**src/core/hpt_map.svh**
```systemverilog
// register offsets, field positions and reset values of the host port control block
// Operation
// - host write taking host-to-cpu bit from 0 to 1 pulses the cpu interrupt.
// - host writes of 1 while that bit is set give no new pulse.
// - cpu write of 1 clears the host-to-cpu bit, re-arming it.
// - writing 0 to either interrupt bit does nothing; reset clears host-to-cpu bit.
// - host may write interrupt fields even while the cpu owns the control register.
// - cpu write of 1 sets cpu-to-host bit and drives host interrupt pin low.
// - host write of 1 clears cpu-to-host bit, pin high; cpu checks 0 first.
// - reset clears cpu-to-host bit, host interrupt pin returns high.
// - exactly one dedicated interrupt output toward the cpu.
// - no events toward system dma controller; internal dma engine needs no setup.
// - suspend ignored when free-run is 1, or free-run and soft-stop both 0.
// - free-run 0, soft-stop 1: dma engine halts after current operations finish.
// - host side keeps working during soft-stop suspend.
// - blocked host data cycle held not ready until suspend ends and fifos serviced.
// - on suspend end dma engine issues drain and refill requests, then resumes.
// - main window decodes identity 0h, emulation 4h, control 30h, addresses 34h, 38h.
// - identity holds type 23-16, class 15-8, revision 7-0; bits 31-24 zero.
// - emulation register: soft-stop bit 1, free-run bit 0; bits 31-2 read zero.
// - control owner has full access; non-owner may only write 1 to interrupt or reset; a non-owner host write of 1 to fetch still pulses fetch_req.
// - cpu-to-host bit is control bit 2, inverse of the host interrupt pin.
// - host-to-cpu bit is control bit 1.
`ifndef HPT_MAP_SVH
`define HPT_MAP_SVH
`define HPT_OFS_IDENT 8'h00
`define HPT_OFS_EMU 8'h04
`define HPT_OFS_CTL 8'h30
`define HPT_OFS_WADDR 8'h34
`define HPT_OFS_RADDR 8'h38
`define HPT_OFS_CFG 8'h30
`define HPT_CTL_HWOB 0
`define HPT_CTL_H2C 1
`define HPT_CTL_C2H 2
`define HPT_CTL_RSV1 3
`define HPT_CTL_FETCH 4
`define HPT_CTL_SRST 7
`define HPT_CTL_HWOBSTAT 8
`define HPT_CTL_DUAL 9
`define HPT_CTL_ASEL 11
`define HPT_EMU_FREE 0
`define HPT_EMU_SOFT 1
`define HPT_CFG_CTL_HOST 0
`define HPT_CFG_ADR_HOST 1
`define HPT_CFG_TMO_LSB 8
`define HPT_CFG_TMO_MSB 15
`define HPT_CFG_RESET 32'h0000_0000
`define HPT_EMU_RESET 2'h0
`define HPT_ADDR_RESET 32'h0000_0000
`endif

```
**src/core/hpt_pkg.sv**
```systemverilog
// types of the host port control block
`default_nettype none
package hpt_pkg;
  typedef enum logic [2:0] {
    EMU_RUN,
    EMU_DRAIN,
    EMU_HALT,
    EMU_RESUME
  } hpt_emu_state_t;
  typedef enum logic [1:0] {
    SEL_CONTROL,
    SEL_DATA_INC,
    SEL_ADDRESS,
    SEL_DATA_FIXED
  } hpt_access_t;
endpackage
`default_nettype wire

```
**src/core/hpt_sync.sv**
```systemverilog
// two-flop synchroniser for pin inputs
`timescale 1ns/1ps
`default_nettype none
module hpt_sync #(
  parameter int WIDTH = 1
) (
  // clock and reset
  input wire logic clk,
  input wire logic nrst,
  // data
  input wire logic [WIDTH-1:0] d,
  output logic [WIDTH-1:0] q
);
  logic [WIDTH-1:0] meta_reg;

  always_ff @(posedge clk or negedge nrst) begin
    if (!nrst) begin
      meta_reg <= '0;
      q <= '0;
    end else begin
      meta_reg <= d;
      q <= meta_reg;
    end
  end
endmodule
`default_nettype wire

```
**src/core/hpt_top.sv**
```systemverilog
// interrupt, emulation suspend and register map of the host port
`timescale 1ns/1ps
`default_nettype none
`include "hpt_map.svh"
module hpt_top #(
  parameter logic [7:0] TYPE_CODE = 8'h5a,  // arbitrary value
  parameter logic [7:0] CLASS_CODE = 8'h3c, // arbitrary value
  parameter logic [7:0] REV_CODE = 8'h07    // arbitrary value
) (
  // clock and reset
  input wire logic clk,
  input wire logic nrst,
  // cpu register bus
  input wire logic cpu_req,
  input wire logic cpu_we,
  input wire logic cpu_win,
  input wire logic [7:0] cpu_addr,
  input wire logic [31:0] cpu_wdata,
  output logic [31:0] cpu_rdata,
  output logic cpu_ack,
  output logic cpu_err,
  // host pins
  input wire logic host_strobe_n,
  input wire logic host_read,
  input wire logic access_select_hi,
  input wire logic access_select_lo,
  input wire logic [31:0] host_wdata,
  output logic [31:0] host_rdata,
  output logic host_ready_n,
  // interrupts
  output logic cpu_irq,
  output logic host_irq_n,
  // emulation and data path
  input wire logic emu_suspend,
  input wire logic dma_idle,
  input wire logic rd_fifo_empty,
  input wire logic wr_fifo_full,
  output logic dma_halt,
  output logic dma_resume,
  output logic fetch_req,
  output logic soft_reset,
  output logic dual_mode,
  output logic hwob,
  output logic [31:0] wr_addr,
  output logic [31:0] rd_addr
);
  // synchronised pins
  logic [36:0] pin_s;
  logic suspend_s, strobe_n_s, read_s;
  // strobe synchronised inverted so the flops' reset value means idle
  logic strobe_s;
  logic [1:0] sel_s;
  logic [31:0] hdata_s;
  logic strobe_n_d;

  hpt_sync #(.WIDTH(37)) u_sync (
    .clk(clk),
    .nrst(nrst),
    .d({emu_suspend, ~host_strobe_n, host_read, access_select_hi, access_select_lo, host_wdata}),
    .q(pin_s)
  );
  assign {suspend_s, strobe_s, read_s, sel_s, hdata_s} = pin_s;
  assign strobe_n_s = !strobe_s;

  always_ff @(posedge clk or negedge nrst) begin
    if (!nrst) begin
      strobe_n_d <= 1'b1;
    end else begin
      strobe_n_d <= strobe_n_s;
    end
  end

  // host access decode, taken at the falling strobe
  logic host_take, hw_ctl, hr_ctl, hw_addr, hr_addr, data_cycle, blocked;
  assign host_take = strobe_n_d && !strobe_n_s;
  assign hw_ctl = host_take && !read_s && sel_s == hpt_pkg::SEL_CONTROL;
  assign hr_ctl = host_take && read_s && sel_s == hpt_pkg::SEL_CONTROL;
  assign hw_addr = host_take && !read_s && sel_s == hpt_pkg::SEL_ADDRESS;
  assign hr_addr = host_take && read_s && sel_s == hpt_pkg::SEL_ADDRESS;
  assign data_cycle = sel_s[0];
  assign blocked = read_s ? rd_fifo_empty : wr_fifo_full;

  // cpu access decode
  logic cw, cr, c_main, c_cfg, cw_ctl;
  assign cw = cpu_req && cpu_we;
  assign cr = cpu_req && !cpu_we;
  assign c_main = cpu_req && !cpu_win;
  assign c_cfg = cpu_req && cpu_win;
  assign cw_ctl = cw && !cpu_win && cpu_addr == `HPT_OFS_CTL;

  // register storage
  logic [31:0] cfg_reg;
  logic [1:0] emu_reg;
  logic asel_reg, rst_reg;
  logic h2c_reg, c2h_reg;
  logic host_owns, adr_host;
  assign host_owns = cfg_reg[`HPT_CFG_CTL_HOST];
  assign adr_host = cfg_reg[`HPT_CFG_ADR_HOST];

  function automatic logic [31:0] ctl_value(input logic sel, input logic dual, input logic ob,
                                            input logic rst, input logic c2h, input logic h2c);
    logic [31:0] v;
    v = 32'h0000_0000;
    v[`HPT_CTL_ASEL] = sel;
    v[`HPT_CTL_DUAL] = dual;
    v[`HPT_CTL_HWOBSTAT] = ob;
    v[`HPT_CTL_SRST] = rst;
    v[`HPT_CTL_RSV1] = 1'b1;
    v[`HPT_CTL_C2H] = c2h;
    v[`HPT_CTL_H2C] = h2c;
    v[`HPT_CTL_HWOB] = ob;
    return v;
  endfunction

  logic [31:0] ctl_rd;
  assign ctl_rd = ctl_value(asel_reg, dual_mode, hwob, rst_reg, c2h_reg, h2c_reg);

  // owner and non-owner writes of the control fields
  logic own_w, cpu_non, host_non;
  logic [31:0] own_d;
  assign own_w = (hw_ctl && host_owns) || (cw_ctl && !host_owns);
  assign own_d = (hw_ctl && host_owns) ? hdata_s : cpu_wdata;
  assign cpu_non = cw_ctl && host_owns && cpu_wdata[`HPT_CTL_SRST];
  assign host_non = hw_ctl && !host_owns && hdata_s[`HPT_CTL_SRST];

  always_ff @(posedge clk or negedge nrst) begin
    if (!nrst) begin
      asel_reg <= 1'b0;
      dual_mode <= 1'b0;
      hwob <= 1'b0;
      rst_reg <= 1'b0;
      soft_reset <= 1'b0;
    end else begin
      if (own_w) begin
        asel_reg <= own_d[`HPT_CTL_ASEL];
        dual_mode <= own_d[`HPT_CTL_DUAL];
        hwob <= own_d[`HPT_CTL_HWOB];
      end
      if (cpu_non || host_non) begin
        rst_reg <= 1'b1;
        soft_reset <= 1'b1;
      end else if (own_w) begin
        rst_reg <= own_d[`HPT_CTL_SRST];
        soft_reset <= own_d[`HPT_CTL_SRST];
      end
    end
  end

  // interrupt bits; set wins over a clear in the same cycle
  logic h2c_set, h2c_clr, c2h_set, c2h_clr, h2c_next, c2h_next;
  assign h2c_set = hw_ctl && hdata_s[`HPT_CTL_H2C];
  assign h2c_clr = cw_ctl && cpu_wdata[`HPT_CTL_H2C];
  assign c2h_set = cw_ctl && cpu_wdata[`HPT_CTL_C2H];
  assign c2h_clr = hw_ctl && hdata_s[`HPT_CTL_C2H];
  assign h2c_next = h2c_set || (h2c_reg && !h2c_clr);
  assign c2h_next = c2h_set || (c2h_reg && !c2h_clr);

  always_ff @(posedge clk or negedge nrst) begin
    if (!nrst) begin
      h2c_reg <= 1'b0;
      c2h_reg <= 1'b0;
      host_irq_n <= 1'b1;
      cpu_irq <= 1'b0;
    end else begin
      h2c_reg <= h2c_next;
      c2h_reg <= c2h_next;
      host_irq_n <= !c2h_next;
      cpu_irq <= h2c_next && !h2c_reg;
    end
  end

  // host fetch request, host only, reads back 0
  always_ff @(posedge clk or negedge nrst) begin
    if (!nrst) begin
      fetch_req <= 1'b0;
    end else begin
      fetch_req <= hw_ctl && hdata_s[`HPT_CTL_FETCH];
    end
  end

  // address pointers
  logic cw_wa, cw_ra, hw_wa, hw_ra;
  assign cw_wa = cw && !cpu_win && cpu_addr == `HPT_OFS_WADDR && !adr_host;
  assign cw_ra = cw && !cpu_win && cpu_addr == `HPT_OFS_RADDR && !adr_host;
  assign hw_wa = hw_addr && adr_host && (!dual_mode || !asel_reg);
  assign hw_ra = hw_addr && adr_host && (!dual_mode || asel_reg);

  always_ff @(posedge clk or negedge nrst) begin
    if (!nrst) begin
      wr_addr <= `HPT_ADDR_RESET;
      rd_addr <= `HPT_ADDR_RESET;
    end else begin
      if (hw_wa) begin
        wr_addr <= hdata_s;
      end else if (cw_wa) begin
        wr_addr <= cpu_wdata;
      end
      if (hw_ra) begin
        rd_addr <= hdata_s;
      end else if (cw_ra) begin
        rd_addr <= cpu_wdata;
      end
    end
  end

  // configuration and emulation registers
  always_ff @(posedge clk or negedge nrst) begin
    if (!nrst) begin
      cfg_reg <= `HPT_CFG_RESET;
      emu_reg <= `HPT_EMU_RESET;
    end else begin
      if (cw && cpu_win && cpu_addr == `HPT_OFS_CFG) begin
        cfg_reg <= {16'h0000, cpu_wdata[`HPT_CFG_TMO_MSB:`HPT_CFG_TMO_LSB], 6'h00,
                    cpu_wdata[`HPT_CFG_ADR_HOST], cpu_wdata[`HPT_CFG_CTL_HOST]};
      end
      if (cw && !cpu_win && cpu_addr == `HPT_OFS_EMU) begin
        emu_reg <= cpu_wdata[`HPT_EMU_SOFT:`HPT_EMU_FREE];
      end
    end
  end

  // cpu read mux and unmapped detection
  logic [31:0] crd;
  logic cmapped;
  always_comb begin
    crd = 32'h0000_0000;
    cmapped = 1'b1;
    if (c_cfg) begin
      cmapped = cpu_addr == `HPT_OFS_CFG;
      crd = cfg_reg;
    end else begin
      unique case (cpu_addr)
        `HPT_OFS_IDENT: crd = {8'h00, TYPE_CODE, CLASS_CODE, REV_CODE};
        `HPT_OFS_EMU: crd = {30'h0, emu_reg};
        `HPT_OFS_CTL: crd = ctl_rd;
        `HPT_OFS_WADDR: crd = wr_addr;
        `HPT_OFS_RADDR: crd = rd_addr;
        default: cmapped = 1'b0;
      endcase
    end
  end

  always_ff @(posedge clk or negedge nrst) begin
    if (!nrst) begin
      cpu_rdata <= 32'h0000_0000;
      cpu_ack <= 1'b0;
      cpu_err <= 1'b0;
    end else begin
      cpu_ack <= cpu_req;
      cpu_err <= (c_main || c_cfg) && !cmapped;
      cpu_rdata <= (cr && cmapped) ? crd : 32'h0000_0000;
    end
  end

  // host reads and ready; control and address stay reachable in suspend
  always_ff @(posedge clk or negedge nrst) begin
    if (!nrst) begin
      host_rdata <= 32'h0000_0000;
      host_ready_n <= 1'b1;
    end else begin
      if (hr_ctl) begin
        host_rdata <= ctl_rd;
      end else if (hr_addr) begin
        host_rdata <= (dual_mode && !asel_reg) ? wr_addr : rd_addr;
      end
      if (strobe_n_s) begin
        host_ready_n <= 1'b1;
      end else begin
        host_ready_n <= data_cycle && blocked;
      end
    end
  end

  // emulation suspend handling of the internal dma engine
  hpt_pkg::hpt_emu_state_t emu_state, emu_next;
  logic soft_stop;
  assign soft_stop = !emu_reg[`HPT_EMU_FREE] && emu_reg[`HPT_EMU_SOFT];

  always_comb begin
    emu_next = emu_state;
    unique case (emu_state)
      hpt_pkg::EMU_RUN: if (suspend_s && soft_stop) emu_next = hpt_pkg::EMU_DRAIN;
      hpt_pkg::EMU_DRAIN: begin
        if (!suspend_s) begin
          emu_next = hpt_pkg::EMU_RUN;
        end else if (dma_idle) begin
          emu_next = hpt_pkg::EMU_HALT;
        end
      end
      hpt_pkg::EMU_HALT: if (!suspend_s) emu_next = hpt_pkg::EMU_RESUME;
      hpt_pkg::EMU_RESUME: emu_next = hpt_pkg::EMU_RUN;
    endcase
  end

  always_ff @(posedge clk or negedge nrst) begin
    if (!nrst) begin
      emu_state <= hpt_pkg::EMU_RUN;
      dma_halt <= 1'b0;
      dma_resume <= 1'b0;
    end else begin
      emu_state <= emu_next;
      dma_halt <= emu_next == hpt_pkg::EMU_DRAIN || emu_next == hpt_pkg::EMU_HALT;
      dma_resume <= emu_next == hpt_pkg::EMU_RESUME;
    end
  end
endmodule
`default_nettype wire

```
**config.mk**
```make
export PLATFORM = sky130hd
export DESIGN_NAME = hpt_top
export DESIGN_NICKNAME = d
export VERILOG_FILES = /design/src/core/hpt_pkg.sv /design/src/core/hpt_sync.sv /design/src/core/hpt_top.sv
export VERILOG_INCLUDE_DIRS = /design/src /design/src/core
export SDC_FILE = /design/constraint.sdc
export NUM_CORES = 1
export LEC_CHECK = 0
export ABC_AREA = 1
export BUFFER_PORTS_ARGS = -buffer_cell sky130_fd_sc_hd__clkbuf_2
export CORE_UTILIZATION = 45
export DETAILED_ROUTE_END_ITERATION = 10
export GPL_TIMING_DRIVEN = 0
export PLACE_DENSITY_LB_ADDON = 0.12
export SLEW_MARGIN = 15
export SYNTH_ARGS = -nofsm -noshare
export SYNTH_HDL_FRONTEND = slang
export SYNTH_SLANG_ARGS = --single-unit
export TNS_END_PERCENT = 100
```
**constraint.sdc**
```tcl
create_clock -name clk -period 1.6 [get_ports clk]
set_input_delay 0.32 -clock clk [delete_from_list [all_inputs] [get_ports clk]]
set_output_delay 0.32 -clock clk [all_outputs]
set_load 0.01 [all_outputs]
```
Word-level counts from Yosys, hierarchy flattened
Cells that the tools add are included.
Widths: inputs -> output; s select.
Operators by class
  add/sub/neg operators: 0
  order comparisons: 0
  reductions and logical operators: 73
  $mul: 0
  shift-type cells: 0
  bitwise logic cells: 1
  mux-type cells: 22
  eq/ne operators: 11
  divide/modulo/power cells: 0
Operators by type and width (number)
  $mux 32: 9
  $pmux 32 s5: 1
  $logic_and 1x1->1: 43
  $eq 8x6->1 const B: 3
  $logic_not 1->1: 14
  $eq 3x2->1 const B: 4
  $mux 12: 1
  $mux 3: 4
  $pmux 3 s4: 1
  $eq 8x3->1 const B: 1
  $logic_not 8->1: 1
  $logic_or 1x1->1: 8
  $reduce_bool 2->1: 4
  $eq 3x1->1 const B: 2
  $mux 1: 6
  $reduce_or 5->1: 1
  $logic_not 3->1: 1
  $eq 2x2->1 const B: 1
  $logic_not 2->1: 1
  $not 1->1: 1
Storage, ports and cells
  memory bits (read-only): 0
  memories kept: 0
  output and inout bits: 139
  RAM bits: 0
  bits in registers: 232
  bits in latches: 0
  input bits: 85
  logic and storage cells: 131

Logic depth before layout (Yosys ltp)
  word-level depth: 8
  depth in mapped cells: 9
  depth with buffers taken out: 9

Hierarchy
From an unflattened synthesis, not the netlist that was laid out.
Second synthesis, totals
  cells, all modules: 961
  area total of the unflattened synthesis: 9317.7 um^2
By module, submodules not included
  hpt_top: sequential area each 3957.5 um^2, cells an instance 887, area each 7465.9 um^2, times used 1
  hpt_sync: sequential area each 1851.8 um^2, cells an instance 74, area each 1851.8 um^2, times used 1

Least setup slack after synthesis
OpenSTA, ideal clock, no wires.
  kind: register to register
  start: register strobe_n_d
  end: register host_rdata[26]
  cell stages (with the launch flop): 8
  arrival: 1436 ps
  required time: 1517 ps
  period minus slack after synthesis: 1519 ps
  slack: 81 ps
  setup time: 83 ps
  buffers on the path: 1
  cell sequence: dfstp_2 > nand2_1 > nor2_1 > nand2_1 > nor2_2 > inv_2 > buf_2 > o21ai_0
Between the ends
  word-level cells in the longest chain between the ends: 4
  elaborated cells on any way between the ends: 6
  those cells by class: mux: 1; reduce/logical: 5
Ends and longest elaborated chain
  start: declaration: line hpt_top.sv:54  | logic strobe_n_d;
  start signal: assignment: line hpt_top.sv:69  | strobe_n_d <= strobe_n_s;
  $logic_and 1x1->1 (*): line hpt_top.sv:75  | assign host_take = strobe_n_d && !strobe_n_s;
  $logic_and 1x1->1 (*): line hpt_top.sv:77, hpt_top.sv:79
  $logic_and 1x1->1 (on tied branches): line hpt_top.sv:77, hpt_top.sv:79
  $mux 32 / $reduce_bool 2->1 (equally long branches)
  end signal: assignment: line hpt_top.sv:262  | host_rdata <= ctl_rd;
  end signal: assignment: line hpt_top.sv:264  | host_rdata <= (dual_mode && !asel_reg) ? wr_addr : rd_addr;
  end: declaration: line hpt_top.sv:28  | output logic [31:0] host_rdata,
Mark *: on every way between the ends. The rest lies on a longest branch, timed or not.
A chain may end at the register's enable or synchronous reset.

Worst setup path in the final report
  start: register strobe_n_d
  end: register wr_addr[12]
Between the ends
  word-level cells in the longest chain between the ends: 6
  elaborated cells on any way between the ends: 7
  those cells by class: mux: 1; reduce/logical: 6
Ends and longest elaborated chain
  $logic_and 1x1->1 (*): line hpt_top.sv:75
  $logic_and 1x1->1 (*) (2 in series): line hpt_top.sv:78  | assign hw_addr = host_take && !read_s && sel_s == hpt_pkg::SEL_ADDRESS;
  $logic_and 1x1->1 (*) (2 in series): line hpt_top.sv:185  | assign hw_wa = hw_addr && adr_host && (!dual_mode || !asel_reg);
  $mux 32 / $reduce_bool 2->1 (equally long branches)
  end signal: assignment: line hpt_top.sv:190  | wr_addr <= `HPT_ADDR_RESET;
  end signal: assignment: line hpt_top.sv:194  | wr_addr <= hdata_s;
  end signal: assignment: line hpt_top.sv:196  | wr_addr <= cpu_wdata;
  end: declaration: line hpt_top.sv:44  | output logic [31:0] wr_addr,
Marked as above.

==> results.sh <==
export IMPL_status="finished, violations left"
export IMPL_grt_usage=0.282
export IMPL_cts_hold_buf=38
export IMPL_finalNonFillerCells=1564
export IMPL_seq_area_frac_synth=0.629
export IMPL_cp_common_cell="nand2_1"
export IMPL_clock_root_buffer="clkbuf_16"
export IMPL_max_stage_delay_ns=0.54
export IMPL_syn_nets=1048
export IMPL_min_period_ns=1.67
export IMPL_final_common_cell="clkbuf_2"
export IMPL_cts_sink_count=232
export IMPL_path_cells="nand2_4 > nor2_4 > buf_12 > nand3_4 > nand2_8 > inv_1 > nand2_1 > nand2_1"
export IMPL_die_x_um=145
export IMPL_final_max_slew_viol_count=0
export IMPL_portBuffers=223
export IMPL_grt_overflow=0
export IMPL_drt_total_wl_um=30100
export IMPL_dieHeight_um=145
export IMPL_fmax_ghz=0.598
export IMPL_dp_cells=1458
export IMPL_numCtsBuffers=25
export IMPL_p_leak_nw=5.98
export IMPL_finalNetCount=1360
export IMPL_vias=8352
export IMPL_drt_initial_drc_count=801
export IMPL_critPathArrivalTime_ns=2.09
export IMPL_drive_above_1_share=0.304
export IMPL_setup_viol_count_final=38
export IMPL_hold_path_class="input pin to async pin"
export IMPL_ir_worst_vdd_uv=912
export IMPL_initial_core_util=0.458
export IMPL_fillers=1754
export IMPL_layout_common_cells="clkbuf_2, dfrtp_1, nand2_1"
export IMPL_synth_seq_cells=232
export IMPL_fin_setup_tns_ns=-1.19
export IMPL_max_slew_margin=0.590
export IMPL_worst_pin_slew_ns=0.614
export IMPL_wl_per_cell_um=19.3
export IMPL_fin_ws_ns=-0.0713
export IMPL_fin_hold_ws_ns=-0.222
export IMPL_hpwl_um=21200
export IMPL_coreArea_sq_um=20200
export IMPL_clock_latency_ns=0.54
export IMPL_yosysUniqueCellTypes=34
export IMPL_critPathRequiredTime_ns=2.01
export IMPL_io_pins=224
export IMPL_cts_buffer_depth=3
export IMPL_grt_pass1_wl_um=45500
export IMPL_routabilityCongestion=0.922
export IMPL_start_kind="flop"
export IMPL_grt_pass1_vias=7833
export IMPL_drc=0
export IMPL_crit_slowest_cell="dfstp_2"
export IMPL_critPathKind="flop to flop"
export IMPL_fin_worst_skew_ns=0.0235
export IMPL_finalHoldViolations=71
export IMPL_dr_pass1_iters=5
export IMPL_vias_per_cell=5.34
export IMPL_clkSlewWorstSetupHoldPaths_ns=0.06
export IMPL_rows=52
export IMPL_n_antenna_cell=0
export IMPL_end_kind="flop"
export IMPL_maxCapViolations=0
export IMPL_cp_max_fo=8
export IMPL_syn_inst=963
export IMPL_syn_mean_instance_area_sq_um=9.60
export IMPL_finalCritPeriodShare=1.04
export IMPL_h_tree_depth=1
export IMPL_power_per_cell_area_nw_per_um2=1050
export IMPL_grt_antenna_before_repair=0
export IMPL_die_area_sq_um=21100
export IMPL_grt_max_degree=94
export IMPL_cts_tree="yes"
export IMPL_rsz0062_at_grt="true"
export IMPL_violations="hold timing, setup timing"
export IMPL_ys_warn_count=0
export IMPL_area_growth_pct=35.9
export IMPL_syn_cell_area_sq_um=9240
export IMPL_postRouteAntennaNets=0
-- cell type report --
type | count | area [sq um] | area share
buffer | 41 | 297 | 0.0236
clock buffer | 32 | 702 | 0.0559
clock inverter | 14 | 93.8 | 0.00748
inverter | 74 | 284 | 0.0226
multi-input combinational | 616 | 3210 | 0.255
sequential | 232 | 5810 | 0.463
tap | 270 | 338 | 0.0269
timing repair buffer | 285 | 1820 | 0.145
-- power breakdown --
group / switching (mW) / internal, mW
Combinational: 0.711 / 0.499
Clock: 2.41 / 3.12
Sequential: 0.243 / 6.21
-- final timing paths --
| path | startpoint | endpoint | slack (ns) | cells after the start |
|---|---|---|---|---|
| min in group clk | rd_fifo_empty | host_ready_n | 0.06 | 3 |
| worst max register to register | strobe_n_d | wr_addr[12] | -0.07 | 8 |
| worst max-delay path | strobe_n_d | wr_addr[12] | -0.07 | 8 |
| max in group asynchronous | nrst | u_sync.q[23] | 0.61 | 3 |
| worst min register to register | u_sync.meta_reg[14] | u_sync.q[14] | 0.34 | 0 |
| worst min-delay path | nrst | dma_resume | -0.22 | 1 |
-- per-stage QoR --
| stage | util | area [sq um] | power, mW | setup slack (ns) |
|---|---|---|---|---|
| global route | 0.622 | 12600 | 13.7 | -0.101 |
| finish | 0.622 | 12600 | 13.2 | -0.0713 |
| floorplan | - | 9240 | 7.00 | 0.0814 |
| global placement | 0.530 | 10700 | 7.60 | -4.47 |
| detailed placement | 0.533 | 10800 | 7.65 | -0.598 |
| CTS | 0.603 | 12200 | 13.2 | -0.0806 |
-- worst max-delay path, delay by kind of cell, from the launching register on --
family / cells / cell delay, ns
and+or+nand+nor: 6 / 0.72
DFF: 1 / 0.54
buffers and inverters: 2 / 0.30
-- routing by layer --
layer | GRT usage | up-vias | routed length, um
met4 | 0.0911 | 0 | 1010
met2 | 0.406 | 472 | 12900
met1 | 0.418 | 3970 | 13200
li1 | - | 3831 | -
met5 | 0 | - | 0
met3 | 0.0679 | 79 | 3050
-- synthesized netlist by cell type --
cell type / number / share of area
nor3_4: 1 / 0.0018
o211ai_1: 11 / 0.0089
o31ai_1: 1 / 0.00081
mux2i_1: 19 / 0.021
a21oi_1: 67 / 0.036
nand2_1: 217 / 0.088
o2bb2ai_1: 1 / 0.00095
o221ai_1: 1 / 0.00095
nand3_2: 4 / 0.0043
a211oi_1: 1 / 0.00081
nand2_2: 4 / 0.0027
clkinv_1: 1 / 0.00041
buf_2: 12 / 0.0065
o21ai_0: 153 / 0.083
nor2_1: 66 / 0.027
o21bai_1: 1 / 0.00081
buf_4: 3 / 0.0024
clkbuf_1: 25 / 0.010
nor4_1: 1 / 0.00068
inv_2: 3 / 0.0012
inv_4: 1 / 0.00068
nor2_4: 3 / 0.0037
nand4_1: 17 / 0.012
a31oi_1: 2 / 0.0014
o22ai_1: 2 / 0.0014
inv_1: 69 / 0.028
nand3_1: 25 / 0.014
nor2_8: 1 / 0.0022
dfrtp_1: 229 / 0.62
nor2_2: 4 / 0.0027
o21ai_1: 9 / 0.0049
nor3_1: 3 / 0.0016
dfstp_2: 3 / 0.0085
clkbuf_2: 3 / 0.0016
-- what timing repair did --
item	in CTS	in global routing
endpoints found under the hold margin	109	71
cloned	0	6
pin swaps	8	14
buffers inserted	10	8
resized for setup	57	104
endpoints found under the setup margin	103	91
-- cell families (layout without fill, tap and decap cells) --
family                 count (synthesis)  count (layout)  synth area share
AOI/OAI and AO/OA                    249             249             0.140
buffers and inverters                117             446            0.0510
DFF                                  232             232             0.629
muxes                                 19              19            0.0206
and+or+nand+nor                      346             348             0.160
No activity file was read; power rests on OpenSTA's default activity.
